<file path="config.mk">
export PLATFORM = sky130hd
export DESIGN_NAME = otc_timing_core
export DESIGN_NICKNAME = d
export VERILOG_FILES = /design/src/core/otc_buf2.v /design/src/core/otc_timing_core.v
export VERILOG_INCLUDE_DIRS = /design/src /design/src/inc
export SDC_FILE = /design/constraint.sdc
export NUM_CORES = 1
export LEC_CHECK = 0
export BUFFER_PORTS_ARGS = -buffer_cell sky130_fd_sc_hd__buf_4
export CAP_MARGIN = 5
export CORE_UTILIZATION = 35
export CTS_BUF_LIST = sky130_fd_sc_hd__clkbuf_2
export CTS_CLUSTER_DIAMETER = 50
export CTS_CLUSTER_SIZE = 30
export DETAILED_ROUTE_END_ITERATION = 8
export MAX_ROUTING_LAYER = met4
export PLACE_DENSITY = 0.59
export RECOVER_POWER = 100
export SLEW_MARGIN = 20
export SYNTH_ARGS = -nofsm -noshare
export SYNTH_HDL_FRONTEND = slang
export SYNTH_SLANG_ARGS = --single-unit
</file>
<file path="constraint.sdc">
create_clock -name REF_CLK -period 21.8 [get_ports REF_CLK]
set_input_delay 1.09 -clock REF_CLK [delete_from_list [all_inputs] [get_ports REF_CLK]]
set_output_delay 1.09 -clock REF_CLK [all_outputs]
set_load 0.01 [all_outputs]
</file>
<file path="src/inc/otc_map.vh">
// Register map, field positions, reset values and timing constants of the OVERLAY_ENABLE_BIT timing block
`ifndef OTC_MAP_VH
`define OTC_MAP_VH

// ----------------------------------------------------------------
// Register offsets
// ----------------------------------------------------------------
`define OTC_A_LINE        16'h4030
`define OTC_A_MARGIN      16'h4031
`define OTC_A_HDELAY      16'h4032
`define OTC_A_HEIGHT      16'h4033
`define OTC_A_DISP        16'h4034
`define OTC_A_LOCK        16'h4035
`define OTC_A_CAPT        16'h4036
`define OTC_A_SEED        16'h4037

// ----------------------------------------------------------------
// Reset values
// ----------------------------------------------------------------
`define OTC_R_LINE        8'h20
`define OTC_R_MARGIN      8'h30
`define OTC_R_HDELAY      8'h20
`define OTC_R_HEIGHT      8'h24
`define OTC_R_DISP        8'h00
`define OTC_R_LOCK        8'h01
`define OTC_R_CAPT        8'h24
`define OTC_R_SEED        8'h06

// ----------------------------------------------------------------
// Field positions
// ----------------------------------------------------------------
`define OTC_B_VSYNC_SEL   7
`define OTC_B_FLY_SEL     6
`define OTC_B_OVERLAY     7
`define OTC_B_BLANK_SEL   6
`define OTC_B_HOLD        7
`define OTC_B_LOCKED      3
`define OTC_B_GATE        7

// ----------------------------------------------------------------
// Timing constants
// ----------------------------------------------------------------
`define OTC_CHAR_PIX      11'h00C
`define OTC_MARGIN_UNIT   2
`define OTC_HD_STEP       11'h006
`define OTC_HD_BASE       11'h036
`define OTC_HD_ODD        11'h03C
`define OTC_HD_KNEE       8'h06
`define OTC_FONT_ROWS     12'h012
`define OTC_LOCK_LINES    3'h4
`define OTC_LOCK_THR      12'h002
`define OTC_HF_MUL        26'h0000028
`define OTC_HF_DIV        2'h3
`define OTC_SEED_SHIFT    8
`define OTC_PH_SHIFT      2
`define OTC_FR_SHIFT      6
`define OTC_PER_MIN       24'h000100

`endif

</file>
<file path="src/core/otc_buf2.v">
// Two-entry buffer with valid and ready on both sides
`timescale 1ns/10ps
`default_nettype none

module otc_buf2 #(
    parameter W = 8
) (
    input  wire         clk,
    input  wire         rst_n,
    input  wire         in_valid,
    output wire         in_ready,
    input  wire [W-1:0] in_data,
    output wire         out_valid,
    input  wire         out_ready,
    output wire [W-1:0] out_data
);

    reg  [W-1:0] mem_q [0:1];
    reg          wr_q;
    reg          rd_q;
    reg  [1:0]   cnt_q;
    wire         push;
    wire         pop;

    assign in_ready  = (cnt_q != 2'h2);
    assign out_valid = (cnt_q != 2'h0);
    assign out_data  = mem_q[rd_q];
    assign push      = in_valid && in_ready;
    assign pop       = out_valid && out_ready;

    // ----------------------------------------------------------------
    // Storage entries
    // ----------------------------------------------------------------
    genvar i;
    generate
        for (i = 0; i < 2; i = i + 1)
        begin : g_ent
            always @(posedge clk or negedge rst_n)
            begin
                if (!rst_n)
                    mem_q[i] <= {W{1'b0}};
                else if (push && (wr_q == i))
                    mem_q[i] <= in_data;
            end
        end
    endgenerate

    // ----------------------------------------------------------------
    // Pointers and fill count
    // ----------------------------------------------------------------
    always @(posedge clk or negedge rst_n)
    begin
        if (!rst_n)
        begin
            wr_q  <= 1'b0;
            rd_q  <= 1'b0;
            cnt_q <= 2'h0;
        end
        else
        begin
            if (push)
                wr_q <= ~wr_q;
            if (pop)
                rd_q <= ~rd_q;
            if (push && !pop)
                cnt_q <= cnt_q + 2'h1;
            else if (pop && !push)
                cnt_q <= cnt_q - 2'h1;
        end
    end

endmodule
`default_nettype wire

</file>
<file path="src/core/otc_timing_core.v">
// OVERLAY_ENABLE_BIT display timing, strip slicing and digital pixel PLL with its control registers
`timescale 1ns/10ps
`default_nettype none
`include "otc_map.vh"

module otc_timing_core (
    input  wire        REF_CLK,
    input  wire        NRST,
    input  wire        SW_RESET,
    input  wire [15:0] REG_ADDR,
    input  wire        REG_WR,
    input  wire        REG_RD,
    input  wire [7:0]  REG_WDATA,
    output reg  [7:0]  REG_RDATA,
    input  wire        VSYNC_IN,
    input  wire        HORIZONTAL_FLYBACK_IN,
    output wire        OUT_VALID,
    input  wire        OUT_READY,
    output wire [7:0]  OUT_DATA,
    output wire        PIXEL_STALL,
    output reg         PLL_LOCKED,
    output reg         OUTPUTS_ENABLED,
    output reg  [23:0] DIVISION_VALUE,
    output wire        OVERLAY_EN,
    output wire [1:0]  BLINK_RATE,
    output wire [3:0]  PAGE_SEL
);

    localparam ST_WAIT   = 2'h0;
    localparam ST_MARGIN = 2'h1;
    localparam ST_STRIP  = 2'h2;
    localparam [7:0] LOCK_RST   = `OTC_R_LOCK;
    localparam [7:0] CAPT_RST   = `OTC_R_CAPT;
    localparam [7:0] HEIGHT_RST = `OTC_R_HEIGHT;

    // ----------------------------------------------------------------
    // Registers
    // ----------------------------------------------------------------
    reg  [7:0]  line_q;
    reg  [7:0]  margin_q;
    reg  [7:0]  hdelay_q;
    reg  [5:0]  height_q;
    reg  [7:0]  disp_q;
    reg  [6:0]  lockg_q;
    reg  [6:0]  captg_q;
    reg  [7:0]  seed_q;
    reg         vs_prev_q;
    reg         fly_prev_q;
    reg  [1:0]  state_q;
    reg  [9:0]  vline_q;
    reg  [5:0]  sline_q;
    reg  [10:0] pix_q;
    reg  [25:0] acc_q;
    reg  signed [23:0] freq_q;
    reg  signed [23:0] per_q;
    reg  [2:0]  good_q;
    reg  [7:0]  word_d;
    wire        vsync_sel  = line_q[`OTC_B_VSYNC_SEL];
    wire        fly_sel    = line_q[`OTC_B_FLY_SEL];
    wire [5:0]  line_len   = line_q[5:0];
    wire        blank_sel  = disp_q[`OTC_B_BLANK_SEL];
    wire        pll_hold   = lockg_q[6];
    wire [2:0]  lock_ph    = lockg_q[5:3];
    wire [2:0]  lock_fr    = lockg_q[2:0];
    wire        gate_lock  = captg_q[6];
    wire [2:0]  capt_ph    = captg_q[5:3];
    wire [2:0]  capt_fr    = captg_q[2:0];
    assign OVERLAY_EN = disp_q[`OTC_B_OVERLAY];
    assign BLINK_RATE = disp_q[5:4];
    assign PAGE_SEL   = disp_q[3:0];
    // ----------------------------------------------------------------
    // Reference edges
    // ----------------------------------------------------------------
    wire vs_rise  = VSYNC_IN && !vs_prev_q;
    wire vs_fall  = !VSYNC_IN && vs_prev_q;
    wire fl_rise  = HORIZONTAL_FLYBACK_IN && !fly_prev_q;
    wire fl_fall  = !HORIZONTAL_FLYBACK_IN && fly_prev_q;
    wire vs_ref   = vsync_sel ? vs_rise : vs_fall;
    wire fly_ref  = fly_sel ? fl_fall : fl_rise;

    // ----------------------------------------------------------------
    // Line geometry
    // ----------------------------------------------------------------
    wire [10:0] line_pix  = `OTC_CHAR_PIX * {4'h0, line_len, 1'b1};
    wire [9:0]  margin_ln = {margin_q, 2'b00};
    wire [10:0] hd_ext    = {3'h0, hdelay_q};
    reg  [10:0] hstart;
    always @*
    begin
        if ((hdelay_q <= `OTC_HD_KNEE) && !hdelay_q[0])
            hstart = `OTC_HD_BASE;
        else if ((hdelay_q <= `OTC_HD_KNEE + 8'h01) && hdelay_q[0])
            hstart = `OTC_HD_ODD;
        else
            hstart = (hd_ext * `OTC_HD_STEP) + `OTC_HD_BASE - (`OTC_HD_STEP * `OTC_HD_STEP);
    end
    wire [5:0]  height_nz = (height_q == 6'h00) ? 6'h01 : height_q;
    wire [11:0] slice_num = ({6'h00, sline_q} * (`OTC_FONT_ROWS * 12'h002))
                            + {6'h00, height_nz};
    wire [11:0] slice_den = {5'h00, height_nz, 1'b0};
    wire [11:0] slice_w   = slice_num / slice_den;
    wire [4:0]  slice     = slice_w[4:0];
    // ----------------------------------------------------------------
    // Pixel tick from the high-frequency analysis clock model
    // ----------------------------------------------------------------
    wire        buf_ready;
    wire [25:0] thr       = per_q[23:0] * `OTC_HF_DIV;
    wire        tick      = (acc_q >= thr);
    wire        adv       = tick && buf_ready;
    assign PIXEL_STALL = tick && !buf_ready;
    // ----------------------------------------------------------------
    // Phase error and loop arithmetic
    // ----------------------------------------------------------------
    wire [10:0] half_pix  = {1'b0, line_pix[10:1]};
    wire [11:0] err_raw   = (pix_q < half_pix) ? {1'b0, pix_q}
                            : ({1'b0, pix_q} - {1'b0, line_pix});
    wire signed [23:0] err_x = {{12{err_raw[11]}}, err_raw};
    wire [11:0] err_abs   = err_raw[11] ? (12'h000 - err_raw) : err_raw;
    wire        err_small = (err_abs <= `OTC_LOCK_THR);
    wire [2:0]  gain_ph   = PLL_LOCKED ? lock_ph : capt_ph;
    wire [2:0]  gain_fr   = PLL_LOCKED ? lock_fr : capt_fr;
    wire signed [23:0] ph_term = (err_x <<< gain_ph) >>> `OTC_PH_SHIFT;
    wire signed [23:0] fr_term = (err_x <<< gain_fr) >>> `OTC_FR_SHIFT;
    wire signed [23:0] freq_n  = freq_q + fr_term;
    wire signed [23:0] per_raw = freq_n + ph_term;
    wire signed [23:0] per_min = `OTC_PER_MIN;
    wire signed [23:0] per_n   = (per_raw < per_min) ? per_min : per_raw;
    // ----------------------------------------------------------------
    // Register writes
    // ----------------------------------------------------------------
    always @(posedge REF_CLK or negedge NRST)
    begin
        if (!NRST)
        begin
            line_q   <= `OTC_R_LINE;
            margin_q <= `OTC_R_MARGIN;
            hdelay_q <= `OTC_R_HDELAY;
            height_q <= HEIGHT_RST[5:0];
            disp_q   <= `OTC_R_DISP;
            lockg_q  <= {LOCK_RST[7:4], LOCK_RST[2:0]};
            captg_q  <= {CAPT_RST[7:4], CAPT_RST[2:0]};
            seed_q   <= `OTC_R_SEED;
        end
        else if (SW_RESET)
        begin
            line_q   <= `OTC_R_LINE;
            margin_q <= `OTC_R_MARGIN;
            hdelay_q <= `OTC_R_HDELAY;
            height_q <= HEIGHT_RST[5:0];
            disp_q   <= `OTC_R_DISP;
            lockg_q  <= {LOCK_RST[7:4], LOCK_RST[2:0]};
            captg_q  <= {CAPT_RST[7:4], CAPT_RST[2:0]};
            seed_q   <= `OTC_R_SEED;
        end
        else if (REG_WR)
        begin
            case (REG_ADDR)
                `OTC_A_LINE:   line_q   <= REG_WDATA;
                `OTC_A_MARGIN: margin_q <= REG_WDATA;
                `OTC_A_HDELAY: hdelay_q <= REG_WDATA;
                `OTC_A_HEIGHT: height_q <= REG_WDATA[5:0];
                `OTC_A_DISP:   disp_q   <= REG_WDATA;
                `OTC_A_LOCK:   lockg_q  <= {REG_WDATA[7:4], REG_WDATA[2:0]};
                `OTC_A_CAPT:   captg_q  <= {REG_WDATA[7:4], REG_WDATA[2:0]};
                `OTC_A_SEED:   seed_q   <= REG_WDATA;
                default:       seed_q   <= seed_q;
            endcase
        end
    end

    // ----------------------------------------------------------------
    // Register reads
    // ----------------------------------------------------------------
    always @(posedge REF_CLK or negedge NRST)
    begin
        if (!NRST)
            REG_RDATA <= 8'h00;
        else if (REG_RD)
        begin
            case (REG_ADDR)
                `OTC_A_LINE:   REG_RDATA <= line_q;
                `OTC_A_MARGIN: REG_RDATA <= margin_q;
                `OTC_A_HDELAY: REG_RDATA <= hdelay_q;
                `OTC_A_HEIGHT: REG_RDATA <= {2'b00, height_q};
                `OTC_A_DISP:   REG_RDATA <= disp_q;
                `OTC_A_LOCK:   REG_RDATA <= {lockg_q[6:3], PLL_LOCKED, lockg_q[2:0]};
                `OTC_A_CAPT:   REG_RDATA <= {captg_q[6:3], 1'b0, captg_q[2:0]};
                `OTC_A_SEED:   REG_RDATA <= seed_q;
                default:       REG_RDATA <= 8'h00;
            endcase
        end
    end

    // ----------------------------------------------------------------
    // Digital PLL: period, lock detect, pixel tick accumulator
    // ----------------------------------------------------------------
    always @(posedge REF_CLK or negedge NRST)
    begin
        if (!NRST)
        begin
            vs_prev_q      <= 1'b0;
            fly_prev_q     <= 1'b0;
            freq_q         <= 24'sh000600;
            per_q          <= 24'sh000600;
            acc_q          <= 26'h0000000;
            good_q         <= 3'h0;
            PLL_LOCKED     <= 1'b0;
            DIVISION_VALUE <= 24'h000600;
        end
        else if (SW_RESET)
        begin
            vs_prev_q      <= VSYNC_IN;
            fly_prev_q     <= HORIZONTAL_FLYBACK_IN;
            freq_q         <= {8'h00, `OTC_R_SEED, 8'h00};
            per_q          <= {8'h00, `OTC_R_SEED, 8'h00};
            acc_q          <= 26'h0000000;
            good_q         <= 3'h0;
            PLL_LOCKED     <= 1'b0;
            DIVISION_VALUE <= {8'h00, `OTC_R_SEED, 8'h00};
        end
        else
        begin
            vs_prev_q  <= VSYNC_IN;
            fly_prev_q <= HORIZONTAL_FLYBACK_IN;
            if (REG_WR && (REG_ADDR == `OTC_A_SEED))
            begin
                freq_q <= {8'h00, REG_WDATA, 8'h00};
                per_q  <= {8'h00, REG_WDATA, 8'h00};
                DIVISION_VALUE <= {8'h00, REG_WDATA, 8'h00};
            end
            else if (fly_ref && !pll_hold)
            begin
                freq_q         <= freq_n;
                per_q          <= per_n;
                DIVISION_VALUE <= per_n;
            end
            if (fly_ref)
            begin
                if (!err_small)
                begin
                    good_q     <= 3'h0;
                    PLL_LOCKED <= 1'b0;
                end
                else if (good_q != `OTC_LOCK_LINES)
                begin
                    good_q     <= good_q + 3'h1;
                    PLL_LOCKED <= (good_q + 3'h1 == `OTC_LOCK_LINES);
                end
            end
            if (adv)
                acc_q <= acc_q - thr + `OTC_HF_MUL;
            else if (!tick)
                acc_q <= acc_q + `OTC_HF_MUL;
        end
    end

    // ----------------------------------------------------------------
    // Horizontal pixel counter and vertical sequencer
    // ----------------------------------------------------------------
    always @(posedge REF_CLK or negedge NRST)
    begin
        if (!NRST)
        begin
            pix_q   <= 11'h000;
            state_q <= ST_WAIT;
            vline_q <= 10'h000;
            sline_q <= 6'h00;
        end
        else if (SW_RESET)
        begin
            pix_q   <= 11'h000;
            state_q <= ST_WAIT;
            vline_q <= 10'h000;
            sline_q <= 6'h00;
        end
        else
        begin
            if (fly_ref)
                pix_q <= 11'h000;
            else if (adv)
                pix_q <= (pix_q >= line_pix - 11'h001) ? 11'h000 : pix_q + 11'h001;
            if (vs_ref)
            begin
                vline_q <= 10'h000;
                sline_q <= 6'h00;
                state_q <= (margin_ln == 10'h000) ? ST_STRIP : ST_MARGIN;
            end
            else if (fly_ref)
            begin
                case (state_q)
                    ST_MARGIN:
                    begin
                        vline_q <= vline_q + 10'h001;
                        if (vline_q + 10'h001 >= margin_ln)
                            state_q <= ST_STRIP;
                    end
                    ST_STRIP:
                        sline_q <= (sline_q >= height_nz - 6'h01) ? 6'h00
                                   : sline_q + 6'h01;
                    default:
                        state_q <= state_q;
                endcase
            end
        end
    end

    // ----------------------------------------------------------------
    // Pixel word and output gating
    // ----------------------------------------------------------------
    wire enabled = OVERLAY_EN && (!gate_lock || PLL_LOCKED);
    always @*
    begin
        word_d = 8'h00;
        case (state_q)
            ST_MARGIN:
                word_d = {enabled && blank_sel, 1'b0, 1'b1, 5'h00};
            ST_STRIP:
                word_d = {enabled && (pix_q >= hstart), enabled && (pix_q >= hstart),
                          1'b0, slice};
            default:
                word_d = 8'h00;
        endcase
    end

    always @(posedge REF_CLK or negedge NRST)
    begin
        if (!NRST)
            OUTPUTS_ENABLED <= 1'b0;
        else
            OUTPUTS_ENABLED <= !gate_lock || PLL_LOCKED;
    end

    otc_buf2 #(
        .W (8)
    ) u_buf (
        .clk       (REF_CLK),
        .rst_n     (NRST),
        .in_valid  (tick),
        .in_ready  (buf_ready),
        .in_data   (word_d),
        .out_valid (OUT_VALID),
        .out_ready (OUT_READY),
        .out_data  (OUT_DATA)
    );

endmodule
`default_nettype wire

</file>
==> results of run 1 <==
repair_timing:
action                                  4_1_cts  5_1_grt
gates resized for setup                       0        5
hold buffers                                  3        0
endpoints found under the setup margin        0        2
buffers inserted                              0        3
hold endpoints to repair                     76        0
metrics by stage:
stage / TNS, ns / instance area [um^2] / setup WS [ns] / util [%]
finish: 0 / 22000 / 1.82 / 38.1
global placement: 0 / 21800 / 2.28 / 37.9
global route: -0.0145 / 22000 / -0.0145 / 38.1
floorplan: 0 / 20500 / 4.06 / -
detailed placement: 0 / 21800 / 1.40 / 37.9
CTS: 0 / 22100 / 1.28 / 38.4
power breakdown:
part           switching [W]  leakage, nW  total [W]  internal [W]
logic               0.000370         7.33   0.000624      0.000255
clock network       0.000156        0.149   0.000195     0.0000391
registers          0.0000429         2.65   0.000443      0.000400
cell families (layout without fill, tap and decap cells):
family / count (synthesis) / in the layout / synth area share, %
other: 0 / 2 / 0
multiplexers: 117 / 117 / 6.55
flip-flops: 198 / 198 / 24.3
AND/OR/NAND/NOR: 827 / 827 / 19.1
XOR/XNOR: 154 / 154 / 6.59
buffers and inverters: 220 / 272 / 4.21
adder cells (fa/ha/maj): 289 / 289 / 18.4
AO/OA/AOI/OAI: 677 / 677 / 20.9
cell usage in the layout (no fill, tap or decap), drive strengths merged, types with 15 or more instances in the layout:
master	n
o21bai	26
a211oi	22
xnor2	104
fa	20
nand4	15
or3	19
and2	20
dfstp	15
nand2b	34
a21oi	218
nand2	305
nand3	55
a22oi	16
xor2	50
a21o	37
nor2b	39
mux2i	81
a21boi	19
nand3b	16
inv	135
nor3	51
ha	266
o21ai	162
clkbuf	74
mux2	27
dfrtp	183
o21a	30
a31oi	37
nor2	196
and3	26
buf	50
or2	19
path summary, 6_finish.rpt:
kind,cells after the start,startpoint,to,slack (ns)
max,89,sline_q[1],u_buf.mem_q[0],1.82
min,2,SW_RESET,freq_q[13],0.24
max reg2reg,89,sline_q[1],u_buf.mem_q[0],1.82
min reg2reg,2,seed_q[1],seed_q[1],0.50
max in group asynchronous,4,NRST,u_buf.mem_q[8],12.21
min in group asynchronous,2,NRST,REG_RDATA[1],2.15
critical path: cells and delay by family (launching register included):
kind | cells | cell delay [ns]
xor+xnor | 1 | 0.19
mux | 5 | 1.34
fa+ha+maj | 14 | 4.07
simple gates | 21 | 4.37
compound gates | 45 | 9.04
buf+inv | 3 | 0.30
flops | 1 | 0.56
layer usage:
layer	vias up	routed length, um
li1	8964	-
met1	8901	27100
met2	347	28300
met3	46	2230
met4	0	771
met5	-	0
flip-flops by register name, summed over array words and instances, names as in the netlist, 2 cells and up:
register,flops
captg_q,7
disp_q,8
good_q,3
state_q,2
vline_q,10
REG_RDATA,8
line_q,8
u_buf.cnt_q,2
sline_q,6
freq_q,24
hdelay_q,8
height_q,6
pix_q,11
acc_q,26
lockg_q,7
u_buf.mem_q,16
margin_q,8
seed_q,8
per_q,24
area by class of cell:
class / instances / area, um^2
fill: 6028 / 35700
clock buffer: 17 / 85.1
clock inverter: 15 / 161
antenna: 2 / 5.00
multi-input combinational: 2064 / 14700
sequential: 198 / 4970
inverter: 130 / 488
timing repair buffer: 110 / 623
tap: 765 / 957
==> flow_metrics.env, run 1 <==
export IMPL_grt_max_degree=89
export IMPL_maxSlewViolCount=203
export IMPL_seq_area_frac_synth_pct=24.3
export IMPL_synth_area_um2=20500
export IMPL_place_detailed_hpwl_um=44700
export IMPL_root_buffer="clkbuf_2"
export IMPL_fmax_mhz=50.0
export IMPL_ys_async_sr_fraction_pct=100
export IMPL_finalCritPeriodShare_pct=91.7
export IMPL_cts_tree="yes"
export IMPL_cpMostUsedCell="ha_1"
export IMPL_via_count=18300
export IMPL_drtIter0Drc=1121
export IMPL_clkSinkCount=198
export IMPL_setup_viol=0
export IMPL_yosysWarnings=0
export IMPL_final_net_count=2839
export IMPL_hold_viol=0
export IMPL_ir_drop_uv=47.2
export IMPL_core_area_um2=57700
export IMPL_synth_edf_count=0
export IMPL_yosysTopAreaCell="dfrtp_1"
export IMPL_totalWireLength_um=58400
export IMPL_hold_class="primary input to register"
export IMPL_grt_use_total_pct=20.3
export IMPL_cts_htree_levels=4
export IMPL_dp_cells=3261
export IMPL_p_per_area_nw_per_um2=57.5
export IMPL_ios=83
export IMPL_status="complete, but fails checks"
export IMPL_vias_per_cell=5.53
export IMPL_start_util_pct=35.5
export IMPL_period_needed_ns=19.98
export IMPL_met1_usage_pct=26.3
export IMPL_worstMarginPinSlew_ns=4.54
export IMPL_clock_latency_ns=1.07
export IMPL_power_leakage_nw=10.1
export IMPL_grt_util_met3_pct=3.02
export IMPL_synthTopCellsByCount="nand2_1, ha_1, a21oi_1"
export IMPL_worstPathArrival_ns=20.89
export IMPL_synth_ff_type="dfrtp_1"
export IMPL_antenna_found_initial=2
export IMPL_p_total_w=0.00126
export IMPL_grt_pass1_vias=17600
export IMPL_port_buffers=82
export IMPL_critPathKind="register to register"
export IMPL_synth_area_top_cells="dfrtp_1, ha_1, nand2_1, a21oi_1, xnor2_1"
export IMPL_grt_overflow_total=0
export IMPL_syn_nets=2800
export IMPL_first_pass_iters=8
export IMPL_cts_buffers=17
export IMPL_slew_headroom_pct=-203
export IMPL_maxCapViolations=3
export IMPL_clock_path_buffers=2
export IMPL_die_y_um=244
export IMPL_fin_cells=3301
export IMPL_dieArea_um2=59400
export IMPL_clk_pin_slew_ns=0.31
export IMPL_holdWs_ns=0.236
export IMPL_yosysMostFrequentCell="nand2_1"
export IMPL_ys_ff_latch=198
export IMPL_cp_max_fo=9
export IMPL_grt_pass1_wl_um=94700
export IMPL_gp_congestion=0.897
export IMPL_synth_distinct_cells=102
export IMPL_cpPeakStageDelay_ns=0.56
export IMPL_ant_nets=0
export IMPL_skew_ns=0.0640
export IMPL_violations="capacitance limit, slew limit"
export IMPL_startpoint_type="register"
export IMPL_route_detailed_drc=0
export IMPL_busiest_layer="met2"
export IMPL_die_w_um=244
export IMPL_avgSynthCellArea_um2=8.24
export IMPL_cp_end_kind="register"
export IMPL_netlist_instances=2482
export IMPL_rows=88
export IMPL_grt_util_met2_pct=33.2
export IMPL_crit_slowest_cell="dfrtp_1"
export IMPL_synthDominantCellAreaShare_pct=22.4
export IMPL_syn2layout_area_growth_pct=7.31
export IMPL_wl_per_cell_um=17.7
export IMPL_drive_above_1_share_pct=7.30
export IMPL_critPathRequiredTime_ns=22.71
(Power assumes the default switching activity.)
==> run 2, diff against run 1 <==
--- a/config.mk
+++ b/config.mk
@@ -9,13 +9,14 @@
 export BUFFER_PORTS_ARGS = -buffer_cell sky130_fd_sc_hd__buf_4
 export CAP_MARGIN = 5
 export CORE_UTILIZATION = 35
-export CTS_BUF_LIST = sky130_fd_sc_hd__clkbuf_2
+export CTS_BUF_LIST = sky130_fd_sc_hd__clkbuf_8
 export CTS_CLUSTER_DIAMETER = 50
 export CTS_CLUSTER_SIZE = 30
 export DETAILED_ROUTE_END_ITERATION = 8
 export MAX_ROUTING_LAYER = met4
 export PLACE_DENSITY = 0.59
 export RECOVER_POWER = 100
+export SETUP_SLACK_MARGIN = 0.5
 export SLEW_MARGIN = 20
 export SYNTH_ARGS = -nofsm -noshare
 export SYNTH_HDL_FRONTEND = slang
==> flow_metrics.env, run 2 (same netlist as run 1, synthesis figures left out) <==
export IMPL_via_count=18300
export IMPL_p_seq_share_pct=33.5
export IMPL_final_common_cell="nand2_1"
export IMPL_rows=88
export IMPL_grt_max_degree=89
export IMPL_final_cell_mix="nand2_1, ha_1, a21oi_1"
export IMPL_hold_class="register to register"
export IMPL_final_net_count=2841
export IMPL_setup_viol=0
export IMPL_critPathRequiredTime_ns=22.17
export IMPL_cts_htree_levels=4
export IMPL_clock_path_buffers=2
export IMPL_worstPathArrival_ns=20.10
export IMPL_rsz0062_at_grt="no"
export IMPL_whs_path_depth=2
export IMPL_ant_nets=0
export IMPL_skew_ns=0.0197
export IMPL_clk_pin_slew_ns=0.11
export IMPL_setup_slack_ns=2.07
export IMPL_final_util_pct=38.4
export IMPL_grt_util_met2_pct=32.9
export IMPL_largest_reg_flops=26
export IMPL_maxSlewViolCount=265
export IMPL_r2r_cells=90
export IMPL_port_buffers=82
export IMPL_holdWs_ns=0.485
export IMPL_critPathKind="register to register"
export IMPL_worstMarginPinSlew_ns=4.52
export IMPL_status="complete, but fails checks"
export IMPL_switchingPower_w=0.000575
export IMPL_maxCapViolations=5
export IMPL_grt_pass1_wl_um=94600
export IMPL_p_per_area_nw_per_um2=59.6
export IMPL_dieArea_um2=59400
export IMPL_die_w_um=244
export IMPL_p_total_w=0.00132
export IMPL_busiest_layer="met2"
export IMPL_fillers=6008
export IMPL_slew_headroom_pct=-201
export IMPL_r2r_slack_ns=2.07
export IMPL_first_pass_iters=5
export IMPL_core_area_um2=57700
export IMPL_reg_top3="acc_q x26, freq_q x24, per_q x24"
export IMPL_die_y_um=244
export IMPL_cp_max_fo=9
export IMPL_crit_slowest_cell="dfrtp_1"
export IMPL_finalCritPeriodShare_pct=90.5
export IMPL_timing_setup_tns_ns=0
export IMPL_route_detailed_drc=0
export IMPL_wl_per_cell_um=17.8
export IMPL_cts_buffers=17
export IMPL_start_util_pct=35.5
export IMPL_violations="capacitance limit, slew limit"
export IMPL_gp_congestion=0.897
export IMPL_antenna_found_initial=1
export IMPL_grt_overflow_total=0
export IMPL_grt_pass1_vias=17700
export IMPL_cpMostUsedCell="ha_1"
export IMPL_place_detailed_hpwl_um=44700
export IMPL_pwr_share_comb_pct=47.4
export IMPL_fmax_mhz=50.7
export IMPL_cts_tree="yes"
export IMPL_clkSinkCount=198
export IMPL_drtIter0Drc=1120
export IMPL_p_int_w=0.000743
export IMPL_drive_above_1_share_pct=7.53
export IMPL_pre_cts_ws_ns=1.40
export IMPL_grt_util_met3_pct=3.04
export IMPL_grt_use_total_pct=20.3
export IMPL_ios=83
export IMPL_syn2layout_area_growth_pct=8.17
export IMPL_hold_viol=0
export IMPL_top_register="acc_q"
export IMPL_startpoint_type="register"
export IMPL_ir_drop_uv=48.6
export IMPL_clock_latency_ns=0.58
export IMPL_cp_end_kind="register"
export IMPL_power_leakage_nw=10.2
export IMPL_pwr_share_clk_pct=19.1
export IMPL_cpPeakStageDelay_ns=0.51
export IMPL_vias_per_cell=5.54
export IMPL_root_buffer="clkbuf_8"
export IMPL_met1_usage_pct=26.3
export IMPL_totalWireLength_um=58700
export IMPL_period_needed_ns=19.73
export IMPL_power_share_switching_pct=43.6
-- run 2: cell types whose count changed in the layout (fill, tap and decap cells not counted), moves of 3 or more --
cell           previous run  this run
buf_4                    50        54
clkbuf_2                 17         0
dlygate4sd3_1             3         0
clkbuf_8                  0        18
-- run 2: worst paths after layout --
check	start	to
min in group asynchronous	NRST	pix_q[6]
max reg2reg	sline_q[1]	u_buf.mem_q[0]
max	sline_q[1]	u_buf.mem_q[0]
min	u_buf.mem_q[13]	u_buf.mem_q[13]
max in group asynchronous	NRST	acc_q[13]
min reg2reg	u_buf.mem_q[13]	u_buf.mem_q[13]
-- run 2: layout make-up --
| cell class | instances | area [um^2] | share of cell area (%) |
|---|---|---|---|
| Inverter | 130 | 488 | 2.20 |
| Clock inverter | 14 | 158 | 0.712 |
| Clock buffer | 18 | 248 | 1.12 |
| Multi-Input combinational cell | 2064 | 14700 | 66.3 |
| Tap cell | 765 | 957 | 4.32 |
| Antenna cell | 1 | 2.50 | 0.0113 |
| Sequential cell | 198 | 4970 | 22.5 |
| Timing Repair Buffer | 112 | 627 | 2.83 |
-- run 2: power groups by stage --
stage	Combinational, W	Clock, W	Sequential (W)
after floorplan	0.000474	0	0.000432
after global placement	0.000612	0	0.000447
after detailed placement	0.000626	0	0.000448
after CTS	0.000628	0.000262	0.000442
after global routing	0.000699	0.000274	0.000449
final	0.000625	0.000252	0.000442
-- run 2: repair_timing --
item                       4_1_cts  5_1_grt
hold buffers                     0        0
resized for setup                0       10
setup endpoints to repair        0        2
buffers inserted                 0        8
-- run 2: through the flow --
| step | area [um^2] | instances |
|---|---|---|
| after floorplan | 20500 | 2482 |
| after global placement | 21800 | 3261 |
| after detailed placement | 21800 | 3261 |
| after CTS | 22300 | 3293 |
| after global routing | 22100 | 3302 |
| final | 22100 | 3302 |
-- run 2: critical path: cells and delay by family (launching register included) --
family / cells / cell delay (ns)
xor+xnor: 1 / 0.19
fa+ha+maj: 14 / 4.04
buf+inv: 3 / 0.30
compound gates: 43 / 8.32
flops: 1 / 0.51
mux: 3 / 0.70
simple gates: 26 / 5.46
-- run 2: layer usage --
metal  part of all wire (%)  wire length [um]
met2                     48             28200
met1                     45             26600
met4                    1.8              1090
met3                    4.7              2770
met5                      0                 0
==> run 3, diff against run 2 <==
--- a/config.mk
+++ b/config.mk
@@ -14,7 +14,7 @@
 export CTS_CLUSTER_SIZE = 30
 export DETAILED_ROUTE_END_ITERATION = 8
 export MAX_ROUTING_LAYER = met4
-export PLACE_DENSITY = 0.59
+export PLACE_DENSITY = 0.61
 export RECOVER_POWER = 100
 export SETUP_SLACK_MARGIN = 0.5
 export SLEW_MARGIN = 20
==> constraint.sdc (replaced) <==
create_clock -name REF_CLK -period 17.1 [get_ports REF_CLK]
set_input_delay 0.855 -clock REF_CLK [delete_from_list [all_inputs] [get_ports REF_CLK]]
set_output_delay 0.855 -clock REF_CLK [all_outputs]
set_load 0.01 [all_outputs]
==> flow_metrics.env, run 3 (same netlist as run 1, synthesis figures left out) <==
export IMPL_dieArea_um2=59400
export IMPL_p_total_w=0.00171
export IMPL_core_area_um2=57700
export IMPL_period_needed_ns=16.79
export IMPL_skew_ns=0.0216
export IMPL_grt_use_total_pct=20.5
export IMPL_hold_buffers=0
export IMPL_grt_overflow_total=0
export IMPL_worstMarginPinSlew_ns=3.82
export IMPL_violations="capacitance limit, slew limit"
export IMPL_gp_congestion=0.901
export IMPL_start_util_pct=35.5
export IMPL_ant_nets=0
export IMPL_via_count=18600
export IMPL_wl_met1_um=27300
export IMPL_antenna_found_initial=1
export IMPL_cts_buffers=17
export IMPL_ir_drop_uv=58.7
export IMPL_ios=83
export IMPL_die_y_um=244
export IMPL_wl_per_cell_um=17.7
export IMPL_hold_viol=0
export IMPL_fmax_mhz=59.6
export IMPL_power_leakage_nw=10.7
export IMPL_placed_cell_area_um2=22200
export IMPL_grt_max_degree=72
export IMPL_cpPeakStageDelay_ns=0.43
export IMPL_drive_above_1_share_pct=13.1
export IMPL_clk_pin_slew_ns=0.11
export IMPL_wl_met3_um=2480
export IMPL_finalCritPeriodShare_pct=98.2
export IMPL_top_layer_used="met4"
export IMPL_critPathKind="register to register"
export IMPL_place_detailed_hpwl_um=44900
export IMPL_clock_latency_ns=0.58
export IMPL_dp_cells=3298
export IMPL_syn2layout_area_growth_pct=13.5
export IMPL_wl_met2_um=28600
export IMPL_worstPathArrival_ns=17.23
export IMPL_maxCapViolations=4
export IMPL_timing_setup_tns_ns=0
export IMPL_maxSlewViolCount=233
export IMPL_status="complete, but fails checks"
export IMPL_reg_top3="acc_q x26, freq_q x24, per_q x24"
export IMPL_p_per_area_nw_per_um2=73.6
export IMPL_cp_max_fo=6
export IMPL_rows=88
export IMPL_slew_headroom_pct=-155
export IMPL_postLayoutCellArea_um2=23200
export IMPL_final_common_cell="nand2_1"
export IMPL_root_buffer="clkbuf_8"
export IMPL_grt_pass1_vias=18300
export IMPL_top_register="acc_q"
export IMPL_clkSinkCount=198
export IMPL_fin_cells=3381
export IMPL_grt_pass1_wl_um=95900
export IMPL_first_pass_iters=7
export IMPL_largest_reg_flops=26
export IMPL_startpoint_type="register"
export IMPL_critPathRequiredTime_ns=17.54
export IMPL_cp_end_kind="register"
export IMPL_port_buffers=82
export IMPL_crit_slowest_cell="dfrtp_2"
export IMPL_cpMostUsedCell="o21a_1"
export IMPL_route_detailed_drc=0
export IMPL_hold_class="primary input to register"
export IMPL_final_net_count=2920
export IMPL_clock_path_buffers=2
export IMPL_cts_tree="yes"
export IMPL_final_cell_mix="nand2_1, ha_1, a21oi_1"
export IMPL_vias_per_cell=5.52
export IMPL_drtIter0Drc=1260
export IMPL_totalWireLength_um=59700
export IMPL_cts_htree_levels=4
export IMPL_rsz0062_at_grt="yes"
export IMPL_die_w_um=244
export IMPL_setup_viol=0
-- run 3: repair_timing --
item	in CTS	in global routing
pin swaps	23	56
endpoints found under the setup margin	2	2
gates resized for setup	42	40
buffers inserted	16	34
-- run 3: report_power, final --
group | leakage, nW | internal, W | switching, W | total (W)
clock | 0.197 | 0.000127 | 0.000194 | 0.000320
sequential | 2.65 | 0.000509 | 0.0000532 | 0.000562
combinational | 7.84 | 0.000350 | 0.000477 | 0.000827
total | 10.7 | 0.000986 | 0.000724 | 0.00171
-- run 3: per-stage QoR --
stage | utilization, % | setup WS, ns | hold WS [ns]
CTS | 39.8 | 0.502 | 0.240
global route | 40.3 | -0.623 | 0.386
detailed placement | 38.5 | -0.475 | 0.465
finish | 40.3 | 0.312 | 0.412
floorplan | - | 0.516 | 0.439
global placement | 38.5 | 0.0936 | 0.457
-- run 3: layer usage --
metal	GRT usage, %	vias up
li1	-	9104
met1	26.2	9040
met2	33.1	416
met3	3.44	87
met4	6.01	0
met5	-	-
-- run 3: final timing paths --
| path | from | endpoint | slack (ns) | depth (start not counted) |
|---|---|---|---|---|
| max | sline_q[1] | u_buf.mem_q[0] | 0.31 | 88 |
| min | VSYNC_IN | vs_prev_q | 0.41 | 1 |
| max reg2reg | sline_q[1] | u_buf.mem_q[0] | 0.31 | 88 |
| min reg2reg | u_buf.mem_q[10] | u_buf.mem_q[10] | 0.49 | 2 |
| max in group asynchronous | NRST | sline_q[0] | 10.21 | 2 |
| min in group asynchronous | NRST | pix_q[4] | 1.59 | 1 |
-- run 3: cell type report --
| type | instances | area, um^2 |
|---|---|---|
| clock buffer | 19 | 262 |
| tap | 765 | 957 |
| sequential | 198 | 4980 |
| fill | 5843 | 34500 |
| antenna | 1 | 2.50 |
| timing repair buffer | 191 | 1280 |
| inverter | 130 | 488 |
| multi-input combinational | 2064 | 15100 |
| clock inverter | 13 | 131 |
-- run 3: worst max-delay path, delay by kind of cell (launching register included) --
| kind | cells | cell delay [ns] |
|---|---|---|
| muxes | 4 | 0.96 |
| buffers and inverters | 4 | 0.45 |
| adders and majority gates | 14 | 3.59 |
| DFF | 1 | 0.43 |
| and+or+nand+nor | 25 | 4.25 |
| xor gates and xnor gates | 1 | 0.17 |
| AOI/OAI and AO/OA | 40 | 6.78 |
